--- src/hdl/meter_pkg.sv ---
// package: register map, codes and types of the panel meter command layer
// Overview of operation
// [RULE1] operation instruction: main 30, sub 05, instruction code, related info
// [RULE2] code 00 clears or sets the remote write permission with 00 or 01
// [RULE3] code 03 with 01 starts forced zero, with 00 cancels it
// [RULE4] with info 00: code 06 resets, 07 moves to area 1, 08 protect
// [RULE5] reply echoes 30 and 05 followed by a four-character result code
// [RULE6] too many characters in an instruction frame gives result 1001
// [RULE7] too few characters in an instruction frame gives result 1002
// [RULE8] unknown instruction code or bad related info gives result 1100
// [RULE9] no write permission, forbidden operation or storage fault gives 2203
// [RULE10] a command carried out successfully gives result 0000
// [RULE11] area 0 after power-up; only move leaves, only reset returns; the code also leaves area 0 on front-key entry
// [RULE12] measurement runs in area 0 and is suspended in area 1
// [RULE13] area 0 refuses measurement-affecting parameter writes; reads always work; the code refuses reads with 2203 at calibration level
// [RULE14] area 1 accepts initial, communication and advanced parameter writes
// [RULE15] entering initial-setting level from front keys switches to area 1
// [RULE16] remote move to area 1 shows initial-setting level on indicator
// [RULE17] at calibration level every host control command is refused
// [RULE18] read C0 0001 returns process value, flagged unknown in area 1
// [RULE19] read C0 0002 returns comparative status, flagged unknown in area 1
// [RULE20] write C2 0000 gives remote display value; area 1 leaves display
// [RULE21] host enables write permission before sending remote value write
// [RULE22] area, permission and forced-zero change only on result 0000
package meter_pkg;

  // ==========================================================================
  // register offsets
  localparam logic [7:0] OFF_REQ = 8'h00;
  localparam logic [7:0] OFF_ARG0 = 8'h04;
  localparam logic [7:0] OFF_ARG1 = 8'h08;
  localparam logic [7:0] OFF_WDATA = 8'h0C;
  localparam logic [7:0] OFF_GO = 8'h10;
  localparam logic [7:0] OFF_RESP = 8'h14;
  localparam logic [7:0] OFF_RDATA = 8'h18;
  localparam logic [7:0] OFF_STAT = 8'h1C;

  // ==========================================================================
  // field positions
  localparam int REQ_LEN_LSB = 16;
  localparam int REQ_MAIN_LSB = 8;
  localparam int ARG_TYPE_LSB = 24;
  localparam int ARG_ADDR_LSB = 8;
  localparam int RESP_ECHO_LSB = 16;

  // ==========================================================================
  // request and instruction codes
  localparam logic [7:0] MAIN_OP = 8'h30;
  localparam logic [7:0] SUB_OP = 8'h05;
  localparam logic [7:0] MAIN_VAR = 8'h01;
  localparam logic [7:0] SUB_RD = 8'h01;
  localparam logic [7:0] SUB_WR = 8'h02;
  localparam logic [7:0] IC_WREN = 8'h00;
  localparam logic [7:0] IC_FZERO = 8'h03;
  localparam logic [7:0] IC_RESET = 8'h06;
  localparam logic [7:0] IC_AREA1 = 8'h07;
  localparam logic [7:0] IC_PROTECT = 8'h08;
  localparam logic [7:0] REL_OFF = 8'h00;
  localparam logic [7:0] REL_ON = 8'h01;
  localparam logic [7:0] VT_C0 = 8'hC0;
  localparam logic [7:0] VT_C1 = 8'hC1;
  localparam logic [7:0] VT_C2 = 8'hC2;
  localparam logic [7:0] VT_C3 = 8'hC3;
  localparam logic [15:0] ADDR_RIN = 16'h0000;
  localparam logic [15:0] ADDR_PV = 16'h0001;
  localparam logic [15:0] MAX_C0 = 16'h0002;
  localparam logic [15:0] MAX_C1 = 16'h0003;
  localparam logic [15:0] MAX_C2 = 16'h0006;
  localparam logic [15:0] MAX_C3 = 16'h001D;
  localparam logic [15:0] ELEM_ONE = 16'h0001;

  // ==========================================================================
  // frame body lengths in characters
  localparam logic [15:0] OP_LEN = 16'h0004;
  localparam logic [15:0] VRD_LEN = 16'h000C;
  localparam logic [15:0] VWR_LEN = 16'h0014;

  // ==========================================================================
  // result codes
  localparam logic [15:0] RC_OK = 16'h0000;
  localparam logic [15:0] RC_LONG = 16'h1001;
  localparam logic [15:0] RC_SHORT = 16'h1002;
  localparam logic [15:0] RC_PARAM = 16'h1100;
  localparam logic [15:0] RC_TYPE = 16'h1101;
  localparam logic [15:0] RC_ADDR = 16'h1103;
  localparam logic [15:0] RC_OPERR = 16'h2203;
  localparam logic [15:0] RC_RDONLY = 16'h3003;

  // ==========================================================================
  // types
  typedef enum logic [1:0] {ST_IDLE = 2'b01, ST_EXEC = 2'b10} exec_state_t;

  typedef struct packed {
    logic protect;
    logic fzero;
    logic wr_en;
    logic area1;
    logic measuring;
  } flags_t;

  typedef struct packed {
    logic calib;
    logic nv_fail;
    logic key_init;
  } pins_t;

  typedef struct packed {
    exec_state_t st;
    logic ap_wr;
    logic [7:0] ap_addr;
    logic [31:0] req;
    logic [31:0] arg0;
    logic [31:0] arg1;
    logic [31:0] wdata;
    logic [31:0] resp;
    logic [31:0] rdata;
    logic [31:0] hrdata;
    logic [31:0] remote_value;
    flags_t flags;
    logic unknown;
    logic key_q;
    logic sw_reset;
    logic remote_strobe;
    logic param_wr;
    logic hreadyout;
  } state_t;

  localparam flags_t FLAGS_RST = 5'h01;
  localparam state_t STATE_RST = '{st: ST_IDLE, flags: FLAGS_RST,
    hreadyout: 1'b1, default: '0};

endpackage

--- src/hdl/panel_meter_command_layer.sv ---
// command interpreter of the panel meter with an AHB-Lite register port
`timescale 1ns/1ps
module panel_meter_command_layer (
  input logic clk,
  input logic rst,
  input logic hsel,
  input logic [31:0] haddr,
  input logic [1:0] htrans,
  input logic hwrite,
  input logic [2:0] hsize,
  input logic [31:0] hwdata,
  input logic hready,
  output logic [31:0] hrdata,
  output logic hreadyout,
  output logic hresp,
  input logic key_init_pin,
  input logic calib_pin,
  input logic nv_fail_pin,
  input logic [31:0] process_value,
  input logic [31:0] status_word,
  output meter_pkg::flags_t flags,
  output logic sw_reset,
  output logic [31:0] remote_value,
  output logic remote_strobe,
  output logic param_wr
);

  meter_pkg::state_t q;
  meter_pkg::state_t d;
  meter_pkg::pins_t pins;

  // ==========================================================================
  // pin synchronisers
  pin_sync #(.W(3)) u_sync (
    .clk(clk),
    .rst(rst),
    .pin_in({calib_pin, nv_fail_pin, key_init_pin}),
    .level_out(pins)
  );

  // ==========================================================================
  // helpers
  function automatic logic [15:0] addr_max(input logic [7:0] vt);
    if (vt == meter_pkg::VT_C0)
      return meter_pkg::MAX_C0;
    else if (vt == meter_pkg::VT_C1)
      return meter_pkg::MAX_C1;
    else if (vt == meter_pkg::VT_C2)
      return meter_pkg::MAX_C2;
    else
      return meter_pkg::MAX_C3;
  endfunction

  function automatic logic op_valid(input logic [7:0] ic,
                                    input logic [7:0] rel);
    if (ic == meter_pkg::IC_WREN || ic == meter_pkg::IC_FZERO)
      return rel == meter_pkg::REL_OFF || rel == meter_pkg::REL_ON;
    else if (ic == meter_pkg::IC_RESET || ic == meter_pkg::IC_AREA1 ||
             ic == meter_pkg::IC_PROTECT)
      return rel == meter_pkg::REL_OFF;
    else
      return 1'b0;
  endfunction

  function automatic logic [31:0] reg_read(input meter_pkg::state_t s,
                                           input logic [7:0] a);
    if (a == meter_pkg::OFF_REQ)
      return s.req;
    else if (a == meter_pkg::OFF_ARG0)
      return s.arg0;
    else if (a == meter_pkg::OFF_ARG1)
      return s.arg1;
    else if (a == meter_pkg::OFF_WDATA)
      return s.wdata;
    else if (a == meter_pkg::OFF_RESP)
      return s.resp;
    else if (a == meter_pkg::OFF_RDATA)
      return s.rdata;
    else if (a == meter_pkg::OFF_STAT)
      return {25'h0000000, s.unknown, s.st == meter_pkg::ST_EXEC, s.flags};
    else
      return 32'h00000000;
  endfunction

  // ==========================================================================
  // next state
  always_comb
  begin
    logic [7:0] mc;
    logic [7:0] sc;
    logic [15:0] len;
    logic [15:0] exp_len;
    logic [7:0] ic;
    logic [7:0] rel;
    logic [7:0] vt;
    logic [15:0] va;
    logic [15:0] rc;
    logic [31:0] rv;
    logic ru;
    logic is_op;
    logic is_var;
    mc = q.req[meter_pkg::REQ_MAIN_LSB +: 8];
    sc = q.req[7:0];
    len = q.req[meter_pkg::REQ_LEN_LSB +: 16];
    ic = q.arg0[15:8];
    rel = q.arg0[7:0];
    vt = q.arg0[meter_pkg::ARG_TYPE_LSB +: 8];
    va = q.arg0[meter_pkg::ARG_ADDR_LSB +: 16];
    is_op = mc == meter_pkg::MAIN_OP && sc == meter_pkg::SUB_OP; // RULE1
    is_var = mc == meter_pkg::MAIN_VAR &&
             (sc == meter_pkg::SUB_RD || sc == meter_pkg::SUB_WR);
    exp_len = (sc == meter_pkg::SUB_RD) ? meter_pkg::VRD_LEN
                                        : meter_pkg::VWR_LEN;
    rc = meter_pkg::RC_OK; // RULE10
    rv = 32'h00000000;
    ru = 1'b0;
    d = q;
    d.sw_reset = 1'b0;
    d.remote_strobe = 1'b0;
    d.param_wr = 1'b0;
    d.hreadyout = 1'b1;
    d.ap_wr = 1'b0;
    // zero-wait slave; read data is fetched in the address phase
    if (hsel && hready && htrans[1])
    begin
      d.ap_wr = hwrite;
      d.ap_addr = haddr[7:0];
      if (!hwrite)
      begin
        d.hrdata = reg_read(q, haddr[7:0]);
      end
    end
    // writes land in the data phase; unmapped writes and GO writes while executing are dropped
    if (q.ap_wr)
    begin
      if (q.ap_addr == meter_pkg::OFF_REQ)
        d.req = hwdata;
      else if (q.ap_addr == meter_pkg::OFF_ARG0)
        d.arg0 = hwdata;
      else if (q.ap_addr == meter_pkg::OFF_ARG1)
        d.arg1 = hwdata;
      else if (q.ap_addr == meter_pkg::OFF_WDATA)
        d.wdata = hwdata;
      else if (q.ap_addr == meter_pkg::OFF_GO && q.st == meter_pkg::ST_IDLE)
        d.st = meter_pkg::ST_EXEC;
    end
    // result decode
    if (is_op)
    begin
      if (len > meter_pkg::OP_LEN)
        rc = meter_pkg::RC_LONG; // RULE6
      else if (len < meter_pkg::OP_LEN)
        rc = meter_pkg::RC_SHORT; // RULE7
      else if (!op_valid(ic, rel))
        rc = meter_pkg::RC_PARAM; // RULE8
      else if (pins.calib || pins.nv_fail || // RULE17
               (ic != meter_pkg::IC_WREN && !q.flags.wr_en) ||
               (q.flags.area1 && ic == meter_pkg::IC_PROTECT) ||
               (q.flags.area1 && ic == meter_pkg::IC_FZERO &&
                rel == meter_pkg::REL_ON))
        rc = meter_pkg::RC_OPERR; // RULE9
    end
    else if (is_var)
    begin
      if (len > exp_len)
        rc = meter_pkg::RC_LONG;
      else if (len < exp_len)
        rc = meter_pkg::RC_SHORT;
      else if (sc == meter_pkg::SUB_WR && vt == meter_pkg::VT_C0)
        rc = meter_pkg::RC_RDONLY;
      else if (vt < meter_pkg::VT_C0 || vt > meter_pkg::VT_C3)
        rc = meter_pkg::RC_TYPE;
      else if (rel != meter_pkg::REL_OFF || q.arg1[15:0] != meter_pkg::ELEM_ONE)
        rc = meter_pkg::RC_PARAM;
      else if (va > addr_max(vt))
        rc = meter_pkg::RC_ADDR;
      else if (pins.calib)
        rc = meter_pkg::RC_OPERR; // RULE17
      else if (sc == meter_pkg::SUB_RD)
      begin
        // parameter reads answer in both areas; only C0 carries live data
        if (vt == meter_pkg::VT_C0)
        begin
          rv = (va == meter_pkg::ADDR_PV) ? process_value : status_word;
          ru = q.flags.area1; // RULE18 RULE19
        end
      end
      else if (!q.flags.wr_en || pins.nv_fail || // RULE9
               (vt == meter_pkg::VT_C1 && (!q.flags.protect || q.flags.area1))
               || (vt == meter_pkg::VT_C3 && !q.flags.area1)) // RULE13 RULE14
        rc = meter_pkg::RC_OPERR;
    end
    else
    begin
      rc = meter_pkg::RC_PARAM;
    end
    // execute
    case (q.st)
      meter_pkg::ST_IDLE:
      begin
      end
      meter_pkg::ST_EXEC:
      begin
        d.st = meter_pkg::ST_IDLE;
        d.resp = {mc, sc, rc}; // RULE5
        if (rc == meter_pkg::RC_OK && is_op) // RULE22
        begin
          case (ic)
            meter_pkg::IC_WREN: d.flags.wr_en = rel[0]; // RULE2
            meter_pkg::IC_FZERO: d.flags.fzero = rel[0]; // RULE3
            meter_pkg::IC_RESET: // RULE4 RULE11
            begin
              d.flags = meter_pkg::FLAGS_RST;
              d.sw_reset = 1'b1;
            end
            meter_pkg::IC_AREA1: d.flags.area1 = 1'b1; // RULE16
            meter_pkg::IC_PROTECT: d.flags.protect = 1'b1;
            default:
            begin
            end
          endcase
        end
        else if (rc == meter_pkg::RC_OK && sc == meter_pkg::SUB_RD)
        begin
          d.rdata = rv;
          d.unknown = ru;
        end
        else if (rc == meter_pkg::RC_OK)
        begin
          if (vt == meter_pkg::VT_C2 && va == meter_pkg::ADDR_RIN &&
              !q.flags.area1) // RULE20
          begin
            d.remote_value = q.wdata;
            d.remote_strobe = 1'b1;
          end
          d.param_wr = vt != meter_pkg::VT_C2;
        end
      end
      default: d.st = meter_pkg::ST_IDLE;
    endcase
    // key entry last, so it wins over a same-cycle software reset
    d.key_q = pins.key_init;
    if (pins.key_init && !q.key_q)
    begin
      d.flags.area1 = 1'b1; // RULE15
    end
    d.flags.measuring = !d.flags.area1; // RULE12
  end

  always_ff @(posedge clk or posedge rst)
  begin
    if (rst)
      q <= meter_pkg::STATE_RST;
    else
      q <= d;
  end

  // ==========================================================================
  // outputs
  assign hrdata = q.hrdata;
  assign hreadyout = q.hreadyout;
  assign hresp = 1'b0;
  assign flags = q.flags;
  assign sw_reset = q.sw_reset;
  assign remote_value = q.remote_value;
  assign remote_strobe = q.remote_strobe;
  assign param_wr = q.param_wr;

  // ==========================================================================
  // checks
  logic ex;
  logic ex_op;
  logic env_ok;
  logic key_rise;
  assign ex = q.st == meter_pkg::ST_EXEC;
  assign ex_op = ex && q.req[15:0] == {meter_pkg::MAIN_OP, meter_pkg::SUB_OP};
  assign env_ok = !pins.calib && !pins.nv_fail;
  assign key_rise = pins.key_init && !q.key_q;
endmodule

--- src/hdl/pin_sync.sv ---
// three-stage pin synchroniser with agreement filter
`timescale 1ns/1ps
module pin_sync #(
  parameter int W = 3
) (
  input logic clk,
  input logic rst,
  input logic [W-1:0] pin_in,
  output logic [W-1:0] level_out
);

  logic [W-1:0] s1_q;
  logic [W-1:0] s2_q;
  logic [W-1:0] s3_q;

  // ==========================================================================
  // level only follows once the two late stages agree
  always_ff @(posedge clk or posedge rst)
  begin
    if (rst)
    begin
      s1_q <= '0;
      s2_q <= '0;
      s3_q <= '0;
      level_out <= '0;
    end
    else
    begin
      s1_q <= pin_in;
      s2_q <= s1_q;
      s3_q <= s2_q;
      for (int i = 0; i < W; i++)
      begin
        if (s2_q[i] == s3_q[i])
        begin
          level_out[i] <= s3_q[i];
        end
      end
    end
  end

endmodule

--- config.mk ---
export PLATFORM = sky130hd
export DESIGN_NAME = panel_meter_command_layer
export DESIGN_NICKNAME = d
export VERILOG_FILES = /design/src/hdl/meter_pkg.sv /design/src/hdl/panel_meter_command_layer.sv /design/src/hdl/pin_sync.sv
export SDC_FILE = /design/constraint.sdc
export NUM_CORES = 1
export LEC_CHECK = 0
export BUFFER_PORTS_ARGS = -buffer_cell sky130_fd_sc_hd__buf_2
export CAP_MARGIN = 0
export CORE_MARGIN = 4
export CORE_UTILIZATION = 25
export CTS_BUF_LIST = sky130_fd_sc_hd__clkbuf_4
export CTS_CLUSTER_DIAMETER = 80
export DETAILED_ROUTE_END_ITERATION = 7
export GPL_TIMING_DRIVEN = 0
export PLACE_DENSITY = 0.41
export SLEW_MARGIN = 40
export SYNTH_ARGS = -nofsm -noshare
export SYNTH_HDL_FRONTEND = slang
export SYNTH_SLANG_ARGS = --single-unit
--- constraint.sdc ---
create_clock -name clk -period 12.38 [get_ports clk]
set_input_delay 1.857 -clock clk [delete_from_list [all_inputs] [get_ports clk]]
set_output_delay 1.857 -clock clk [all_outputs]
set_load 0.1 [all_outputs]
==> metrics.yaml, run 1 <==
clock_tree:
  root_buffer: "clkbuf_4"
  clkLatencyLatePin_ns: 0.82
  cts_inserted_buffers: 84
  post_cts_resized: 0
  h-tree-depth: 3
  cts_sinks: 279
  cts_tree: "yes"
  clk_path_buf_depth: 3
  cts_setup_buffers: 0
  clkTransAtPathRegs_ns: 0.06
  cts_hold_buffers: 0
timing:
  skew_ns: 0.0431
  fin_crit_ns: 4.58
  holdWs_ns: 0.346
  post-route-period-util_pct: 37.0
  setup_ws_ns: 7.80
  drv_slew: 0
  rsz0062_at_grt: "false"
  hold_violations: 0
  worst_pin_slew_ns: 0.870
  finalSetupViolations: 0
  relSlewSlack_pct: 42.0
  fmax_mhz: 218
  tns_ns: 0
worst_setup_path:
  reg2reg_setup_slack_ns: 7.80
  cp_data_required_time_ns: 13.06
  worstSetupPathType: "flop to flop"
  slowest_stage: "clkbuf_1"
  path_cells: "nor4_1, nand3_1, a21oi_1, inv_1, ha_1, nor2b_1, o211ai_1, a21oi_1, nor3_4, nand3_1, clkbuf_1, clkbuf_1, nor3_1, a21o_1"
  cp-end-kind: "flop"
  cp_data_arrival_time_ns: 5.27
  slowest_delay_ns: 0.63
  start_kind: "flop"
  cp_max_fo: 10
yosys:
  ys_warn_count: 0
  ys_ff_latch: 279
  netlist_area_um2: 13500
  postSynthCellCount: 1167
  avgSynthCellArea_um2: 11.5
  synth_edf_count: 0
  ys.flop_type: "dfrtp_1"
  synth_area_leaders: "dfrtp_1, mux2_2, buf_4, mux2_4, mux2i_1"
  yosysTopAreaCellShare_pct: 51.5
  yosys.cell_types.count: 70
  seq_area_frac_synth_pct: 51.8
  syn-num-nets: 1315
  synthArstFlopShare_pct: 100
  yosysTopAreaCell: "dfrtp_1"
global_routing:
  grt_pass1_vias: 10800
  grt_pass1_wl_um: 71700
  grt_max_degree: 72
  groute.usage.overall_pct: 16.9
  antenna_found_initial: 2
  grt.overflow.total: 0
pwr:
  p_sw_uw: 631
  power.density_nw_per_um2: 130
  clkPwrFrac_pct: 41.1
  p_int_uw: 1510
  p_comb_share_pct: 12.2
  seqPwrFrac_pct: 46.6
  swShare_pct: 29.5
  p_leak_uw: 0.00803
  peakVddDrop_mv: 0.0506
routing:
  first_pass_iters: 8
  wl_per_cell_um: 22.4
  drt-initial-drc-count: 549
  via_per_inst: 4.76
  vias: 10500
  drc: 0
  drtAntennaViolNets: 0
  wirelength_um: 49200
place:
  dpl.hpwl_um: 36600
  placed_area_um2: 15400
  port_buffers: 184
  pre_cts_slack_ns: 7.53
  gp_congestion: 0.906
final_layout:
  drive_gt1_share_pct: 41.1
  fin_util_pct: 31.1
  area_growth_pct: 22.4
  nets: 1592
  num-fill-cells: 5612
  final_area_um2: 16500
floorplanning:
  coreArea_um2: 53000
  start_util_pct: 25.4
  die_w_um: 240
  rows: 84
  die_height_um: 240
  io_pins: 215
  die_area_um2: 57700
status:
  status: "completed"
min_path:
  hold_class: "flop to flop"
job:
  cap_violations: 0
synthesized netlist by cell type, types with 4 or more instances:
cell,instances
and4_1,4
a21o_1,34
a222oi_1,20
nor3_1,49
a221oi_1,12
nor2_1,41
or3_1,4
nor4b_1,6
nand3_1,26
a22oi_1,8
and3_1,9
nor4_1,19
ha_1,7
nand2_1,120
o21ai_0,52
inv_1,13
buf_4,71
nor2b_1,4
nor3b_1,5
mux2i_1,45
nand2b_1,6
or4_1,4
and2_1,4
mux2_2,151
mux2_4,30
o31ai_1,4
dfrtp_1,277
nand4_1,5
clkbuf_1,59
a31oi_1,10
a21oi_1,7
logic make-up (layout without fill, tap and decap cells):
family                   Yosys count  count (layout)  share of synthesized area, %
flip-flops                       279             279                          51.8
buffers and inverters            152             487                          6.66
multiplexers                     226             226                          19.3
AO/OA/AOI/OAI                    171             171                          9.01
other                              2               9                        0.0558
XOR/XNOR                           2               2                         0.130
AND/OR/NAND/NOR                  325             325                          12.1
adder cells (fa/ha/maj)           10              10                         0.873
worst max-delay path: cells and delay by family (launching register included):
family / cells / cell delay, ns
and+or+nand+nor: 6 / 1.39
buffers and inverters: 3 / 1.23
AOI/OAI and AO/OA: 4 / 1.12
DFF: 1 / 0.40
adders and majority gates: 1 / 0.30
worst paths after layout:
path | from | end | cells after the start
max | q[229] | q[83] | 14
min reg2reg | u_sync.s1_q[0] | u_sync.s2_q[0] | 0
min in group asynchronous | rst | remote_value[22] | 2
min | u_sync.s1_q[0] | u_sync.s2_q[0] | 0
max in group asynchronous | rst | q[177] | 5
max reg2reg | q[229] | q[83] | 14
per-stage QoR:
stage / instances / total power (uW)
floorplan: 1167 / 1180
detailed placement: 2046 / 1280
finish: 2197 / 2140
global placement: 2039 / 1270
global route: 2194 / 2250
CTS: 2190 / 2180
registers in the layout, indices dropped and copies added (netlist names):
signal            count
u_sync.level_out      3
param_wr              1
hrdata               32
sw_reset              1
q                   195
u_sync.s1_q           3
u_sync.s2_q           3
flags                 5
remote_strobe         1
u_sync.s3_q           3
remote_value         32
layout make-up:
cell class,count,area [um2],share of cell area [%]
well taps,688,861,5.22
diodes,7,17.5,0.106
flip-flops and latches,279,6980,42.4
inverters,13,56.3,0.342
clock buffers,120,901,5.47
clock inverters,24,118,0.714
repair buffers,191,1050,6.35
multi-input cells,736,5630,34.2
plain buffers,139,866,5.25
cell usage in the layout, fill, tap and decap left out, drive strengths merged, types with 26 or more instances in the layout:
cell type  count
dfrtp        277
buf          271
mux2         181
clkbuf       179
nand2        121
o21ai         52
nor3          51
mux2i         45
nor2          42
a21o          35
nand3         26
power groups by stage:
stage / Combinational [uW] / Clock (uW) / Sequential (uW)
final: 261 / 880 / 998
after global routing: 284 / 967 / 1000
after CTS: 266 / 920 / 998
after detailed placement: 265 / 0 / 1010
after global placement: 257 / 0 / 1010
after floorplan: 186 / 0 / 994
per-layer routing:
layer  global-route usage [%]  up-vias  wire length [um]
met2                     27.7      296             23400
met4                     5.35        0              1320
met1                     22.6     5260             22200
li1                         -     4801                 -
met5                        0        -                 0
met3                     3.52       97              2340
Note: power is estimated with default switching activity, not from simulation.
==> inputs of run 2 (changes only) <==
- clock period: 12.38 -> 4.7 ns (I/O delays scaled with it)
==> metrics.yaml, run 2 (synthesis results as in run 1) <==
timing:
  fin_crit_ns: 4.43
  worst_pin_slew_ns: 0.863
  tns_ns: 0
  fmax_mhz: 226
  relSlewSlack_pct: 42.5
  finalSetupViolations: 0
  skew_ns: 0.0695
  hold_violations: 0
  post-route-period-util_pct: 94.2
  rsz0062_at_grt: "false"
  drv_slew: 0
routing:
  vias: 10500
  wl_per_cell_um: 22.5
  wirelength_um: 49500
  drc: 0
  drt-initial-drc-count: 647
  drtAntennaViolNets: 0
  first_pass_iters: 6
  via_per_inst: 4.78
floorplanning:
  die_w_um: 240
  rows: 84
  coreArea_um2: 53000
  io_pins: 215
  die_area_um2: 57700
  die_height_um: 240
  start_util_pct: 25.4
final_layout:
  layout.cells.most_common: "dfrtp_1"
  top_register: "q"
  largest_register_ffs: 195
  nets: 1604
  final_area_um2: 16700
  drive_gt1_share_pct: 42.0
  area_growth_pct: 24.3
  layout_common_cells: "dfrtp_1, buf_2, mux2_2"
  instances_no_fill: 2203
  fin_util_pct: 31.6
status:
  status: "completed"
global_routing:
  grt_pass1_vias: 11000
  grt.overflow.total: 0
  groute.usage.overall_pct: 17.1
  grt_pass1_wl_um: 72500
  antenna_found_initial: 5
  grt_max_degree: 25
place:
  gp_congestion: 0.902
  placed_area_um2: 15700
  dpl.hpwl_um: 37400
  port_buffers: 184
  place_inst: 2057
clock_tree:
  cts_sinks: 279
  clk_path_buf_depth: 3
  clkLatencyLatePin_ns: 0.81
  h-tree-depth: 3
  clkTransAtPathRegs_ns: 0.06
  cts_setup_buffers: 0
  root_buffer: "clkbuf_4"
  cts_tree: "yes"
  cts_inserted_buffers: 81
job:
  cap_violations: 0
min_path:
  hold_class: "input pin to flop"
  holdPathStages: 2
worst_setup_path:
  cp_data_required_time_ns: 5.35
  worstSetupPathType: "flop to flop"
  start_kind: "flop"
  cp-end-kind: "flop"
  cp_max_fo: 10
  r2r_cells: 14
  cp_data_arrival_time_ns: 5.08
  reg2reg_setup_slack_ns: 0.27
pwr:
  total_power_uw: 5590
  peakVddDrop_mv: 0.136
  power.density_nw_per_um2: 334
  p_leak_uw: 0.00815
==> run 2: changes by cell type in the layout (fill, tap and decap cells not counted), sizes merged <==
| cell | before | now |
|---|---|---|
| buf | 271 | 282 |
| clkinv | 19 | 12 |
| dlygate4sd3 | 0 | 4 |
| clkbuf | 179 | 182 |
| inv | 17 | 14 |
| diode | 7 | 5 |
| bufinv | 1 | 0 |
| clkinvlp | 0 | 1 |
==> run 2: repair_timing <==
item	CTS	global route
endpoints found under the setup margin	0	28
hold buffers	4	0
hold endpoints to repair	22	0
gates resized for setup	0	8
==> run 2: metrics by stage <==
stage | hold slack [ns] | setup WS [ns]
5_1_grt | 0.0829 | 0.0503
6_report | 0.164 | 0.270
2_1_floorplan | 0.331 | 0.303
4_1_cts | 0.0690 | 0.0661
3_5_place_dp | 0.338 | 0.0572
3_3_place_gp | 0.336 | -1.78
==> run 2: metal layers <==
layer / up-vias / routed length [um] / GRT usage (%)
met3: 84 / 2580 / 3.79
li1: 4826 / - / -
met2: 335 / 23600 / 28.0
met4: 2 / 1290 / 5.77
met5: - / 11 / 0
met1: 5287 / 22000 / 22.6
==> run 2: worst paths after layout <==
| check | start | to |
|---|---|---|
| setup / recovery | q[229] | q[86] |
| hold / removal | haddr[5] | q[272] |
| min in group asynchronous | rst | remote_value[22] |
| setup reg to reg | q[229] | q[86] |
| max in group asynchronous | rst | q[147] |
| hold reg to reg | u_sync.s1_q[1] | u_sync.s2_q[1] |
==> run 2: area by class of cell <==
type / count / area, um2
flip-flops and latches: 279 / 6980
inverters: 13 / 52.6
well taps: 688 / 861
diodes: 5 / 12.5
clock buffers: 123 / 923
fillers: 5571 / 36200
multi-input cells: 736 / 5630
clock inverters: 14 / 55.1
repair buffers: 206 / 1340
plain buffers: 139 / 872
==> run 2: worst max-delay path: stages, from the launching register on <==
cell	delay [ns]
dfrtp_1	0.40
nor4_1	0.37
nand3_1	0.48
a21oi_1	0.49
inv_1	0.09
ha_1	0.30
nor2b_1	0.13
o211ai_1	0.09
a21oi_1	0.37
nor3_4	0.13
nand3_1	0.21
clkbuf_1	0.51
clkbuf_2	0.42
nor3_1	0.11
a21o_1	0.17
==> run 2: power by group <==
group	switching (uW)	total (uW)	internal, uW
clock	1070	2250	1180
sequential	113	2630	2520
combinational	453	716	263
total	1640	5590	3960
==> inputs of run 3 (changes only) <==
- CORE_UTILIZATION: 25 -> 36
- CTS_CLUSTER_DIAMETER: 80 -> 200
- PLACE_DENSITY: 0.41 -> 0.54
- RECOVER_POWER: not set -> 100
==> metrics.yaml, run 3 (synthesis results as in run 1) <==
worst_setup_path:
  crit_path_frequent_cell: "a21oi_1"
  r2r-end: "remote_value[24]"
  start_kind: "flop"
  slowest_delay_ns: 0.54
  slowest_stage: "a21oi_1"
  cp_max_fo: 10
  worstSetupPathType: "flop to flop"
  cp-end-kind: "flop"
  reg2reg_from: "q[229]"
  cp_data_required_time_ns: 5.30
  r2r_cells: 14
  path_cells: "nor4_1, nand3_1, a21oi_1, inv_1, ha_1, nor2b_1, o211ai_1, a21oi_1, nor3_4, nand2_1, or4_4, buf_6, buf_2, mux2_1"
  cp_data_arrival_time_ns: 5.03
  reg2reg_setup_slack_ns: 0.27
final_layout:
  area_growth_pct: 18.2
  layout_common_cells: "dfrtp_1, mux2_2, clkbuf_1"
  num-fill-cells: 3667
  layout.cells.most_common: "dfrtp_1"
  drive_gt1_share_pct: 33.1
  top_register: "q"
  nets: 1599
  instances_no_fill: 1977
  final_area_um2: 15900
  largest_register_ffs: 195
pwr:
  power.density_nw_per_um2: 345
  total_power_uw: 5490
  p_leak_uw: 0.00759
  peakVddDrop_mv: 0.183
floorplanning:
  io_pins: 215
  die_w_um: 201
  coreArea_um2: 36800
  start_util_pct: 36.6
  rows: 70
  die_height_um: 201
  die_area_um2: 40600
place:
  place_inst: 1836
  placed_area_um2: 15400
  port_buffers: 184
  dpl.hpwl_um: 33200
  gp_congestion: 0.936
timing:
  finalSetupViolations: 0
  post-route-period-util_pct: 94.3
  worst_pin_slew_ns: 1.32
  fmax_mhz: 226
  skew_ns: 0.0647
  hold_violations: 0
  fin_crit_ns: 4.43
  rsz0062_at_grt: "false"
  relSlewSlack_pct: 11.9
  tns_ns: 0
  drv_slew: 0
min_path:
  hold_class: "input pin to flop"
  holdPathStages: 1
  hold_end: "u_sync.s1_q[2]"
  worstHoldStart: "calib_pin"
clock_tree:
  cts_sinks: 279
  clkLatencyLatePin_ns: 0.75
  clk_path_buf_depth: 3
  cts_inserted_buffers: 79
  clkTransAtPathRegs_ns: 0.06
  root_buffer: "clkbuf_4"
  h-tree-depth: 3
  cts_tree: "yes"
status:
  status: "completed"
routing:
  via_per_inst: 5.29
  first_pass_iters: 6
  drtAntennaViolNets: 0
  wirelength_um: 44400
  wl_per_cell_um: 22.5
  drt-initial-drc-count: 625
  vias: 10500
  drc: 0
global_routing:
  antenna_found_initial: 1
  grt_pass1_wl_um: 67400
  grt_pass1_vias: 10800
  grt_max_degree: 26
  groute.usage.overall_pct: 21.8
  grt.overflow.total: 0
job:
  cap_violations: 0
## run 3: worst max-delay path by stage
stage                start  slack, ns  cells past startpoint          endpoint
CTS                 q[229]       0.23                     14             q[84]
floorplan              rst       0.30                      1          flags[1]
detailed placement  q[229]       0.27                     14             q[84]
global route        q[229]       0.06                     14  remote_value[24]
finish              q[229]       0.27                     14  remote_value[24]
global placement       rst      -1.61                      2   remote_value[1]
## run 3: repair_timing
item,4_1_cts,5_1_grt
endpoints found under the setup margin,0,7
setup buffers,0,0
hold buffers,1,0
resized for setup,0,4
hold endpoints to repair,17,0
## run 3: worst max-delay path: cells and delay by family (launching register included)
family | cells | cell delay [ns]
compound gates | 3 | 0.85
fa+ha+maj | 1 | 0.29
buf+inv | 3 | 0.47
flops | 1 | 0.40
mux | 1 | 0.35
simple gates | 6 | 1.94
## run 3: area by class of cell
| cell class | count | area, um2 | area share, % |
|---|---|---|---|
| inverters | 13 | 50.0 | 0.314 |
| well taps | 468 | 586 | 3.68 |
| plain buffers | 139 | 828 | 5.20 |
| multi-input cells | 736 | 5510 | 34.6 |
| flip-flops and latches | 279 | 6980 | 43.9 |
| clock inverters | 27 | 134 | 0.841 |
| diodes | 2 | 5.00 | 0.0314 |
| repair buffers | 203 | 1000 | 6.30 |
| clock buffers | 110 | 826 | 5.19 |
## run 3: per-stage QoR
step | utilization (%) | hold WS, ns | setup WS [ns]
CTS | 44.4 | 0.00984 | 0.226
global placement | 40.7 | 0.334 | -1.61
floorplan | - | 0.331 | 0.303
detailed placement | 41.8 | 0.343 | 0.268
finish | 43.3 | 0.0889 | 0.268
global route | 43.3 | 0.0381 | 0.0617
## run 3: per-layer routing
metal | vias to the layer above | part of all wire, % | GRT usage, %
met5 | - | 0 | 0
met4 | 0 | 3.1 | 7.93
met3 | 95 | 5.9 | 4.24
met2 | 352 | 47 | 34.9
met1 | 5205 | 44 | 29.6
li1 | 4804 | - | -
## run 3: power breakdown
part	switching (uW)	internal, uW	total, uW
clock network	1060	1140	2200
logic	442	233	676
registers	106	2510	2620
total	1610	3880	5490
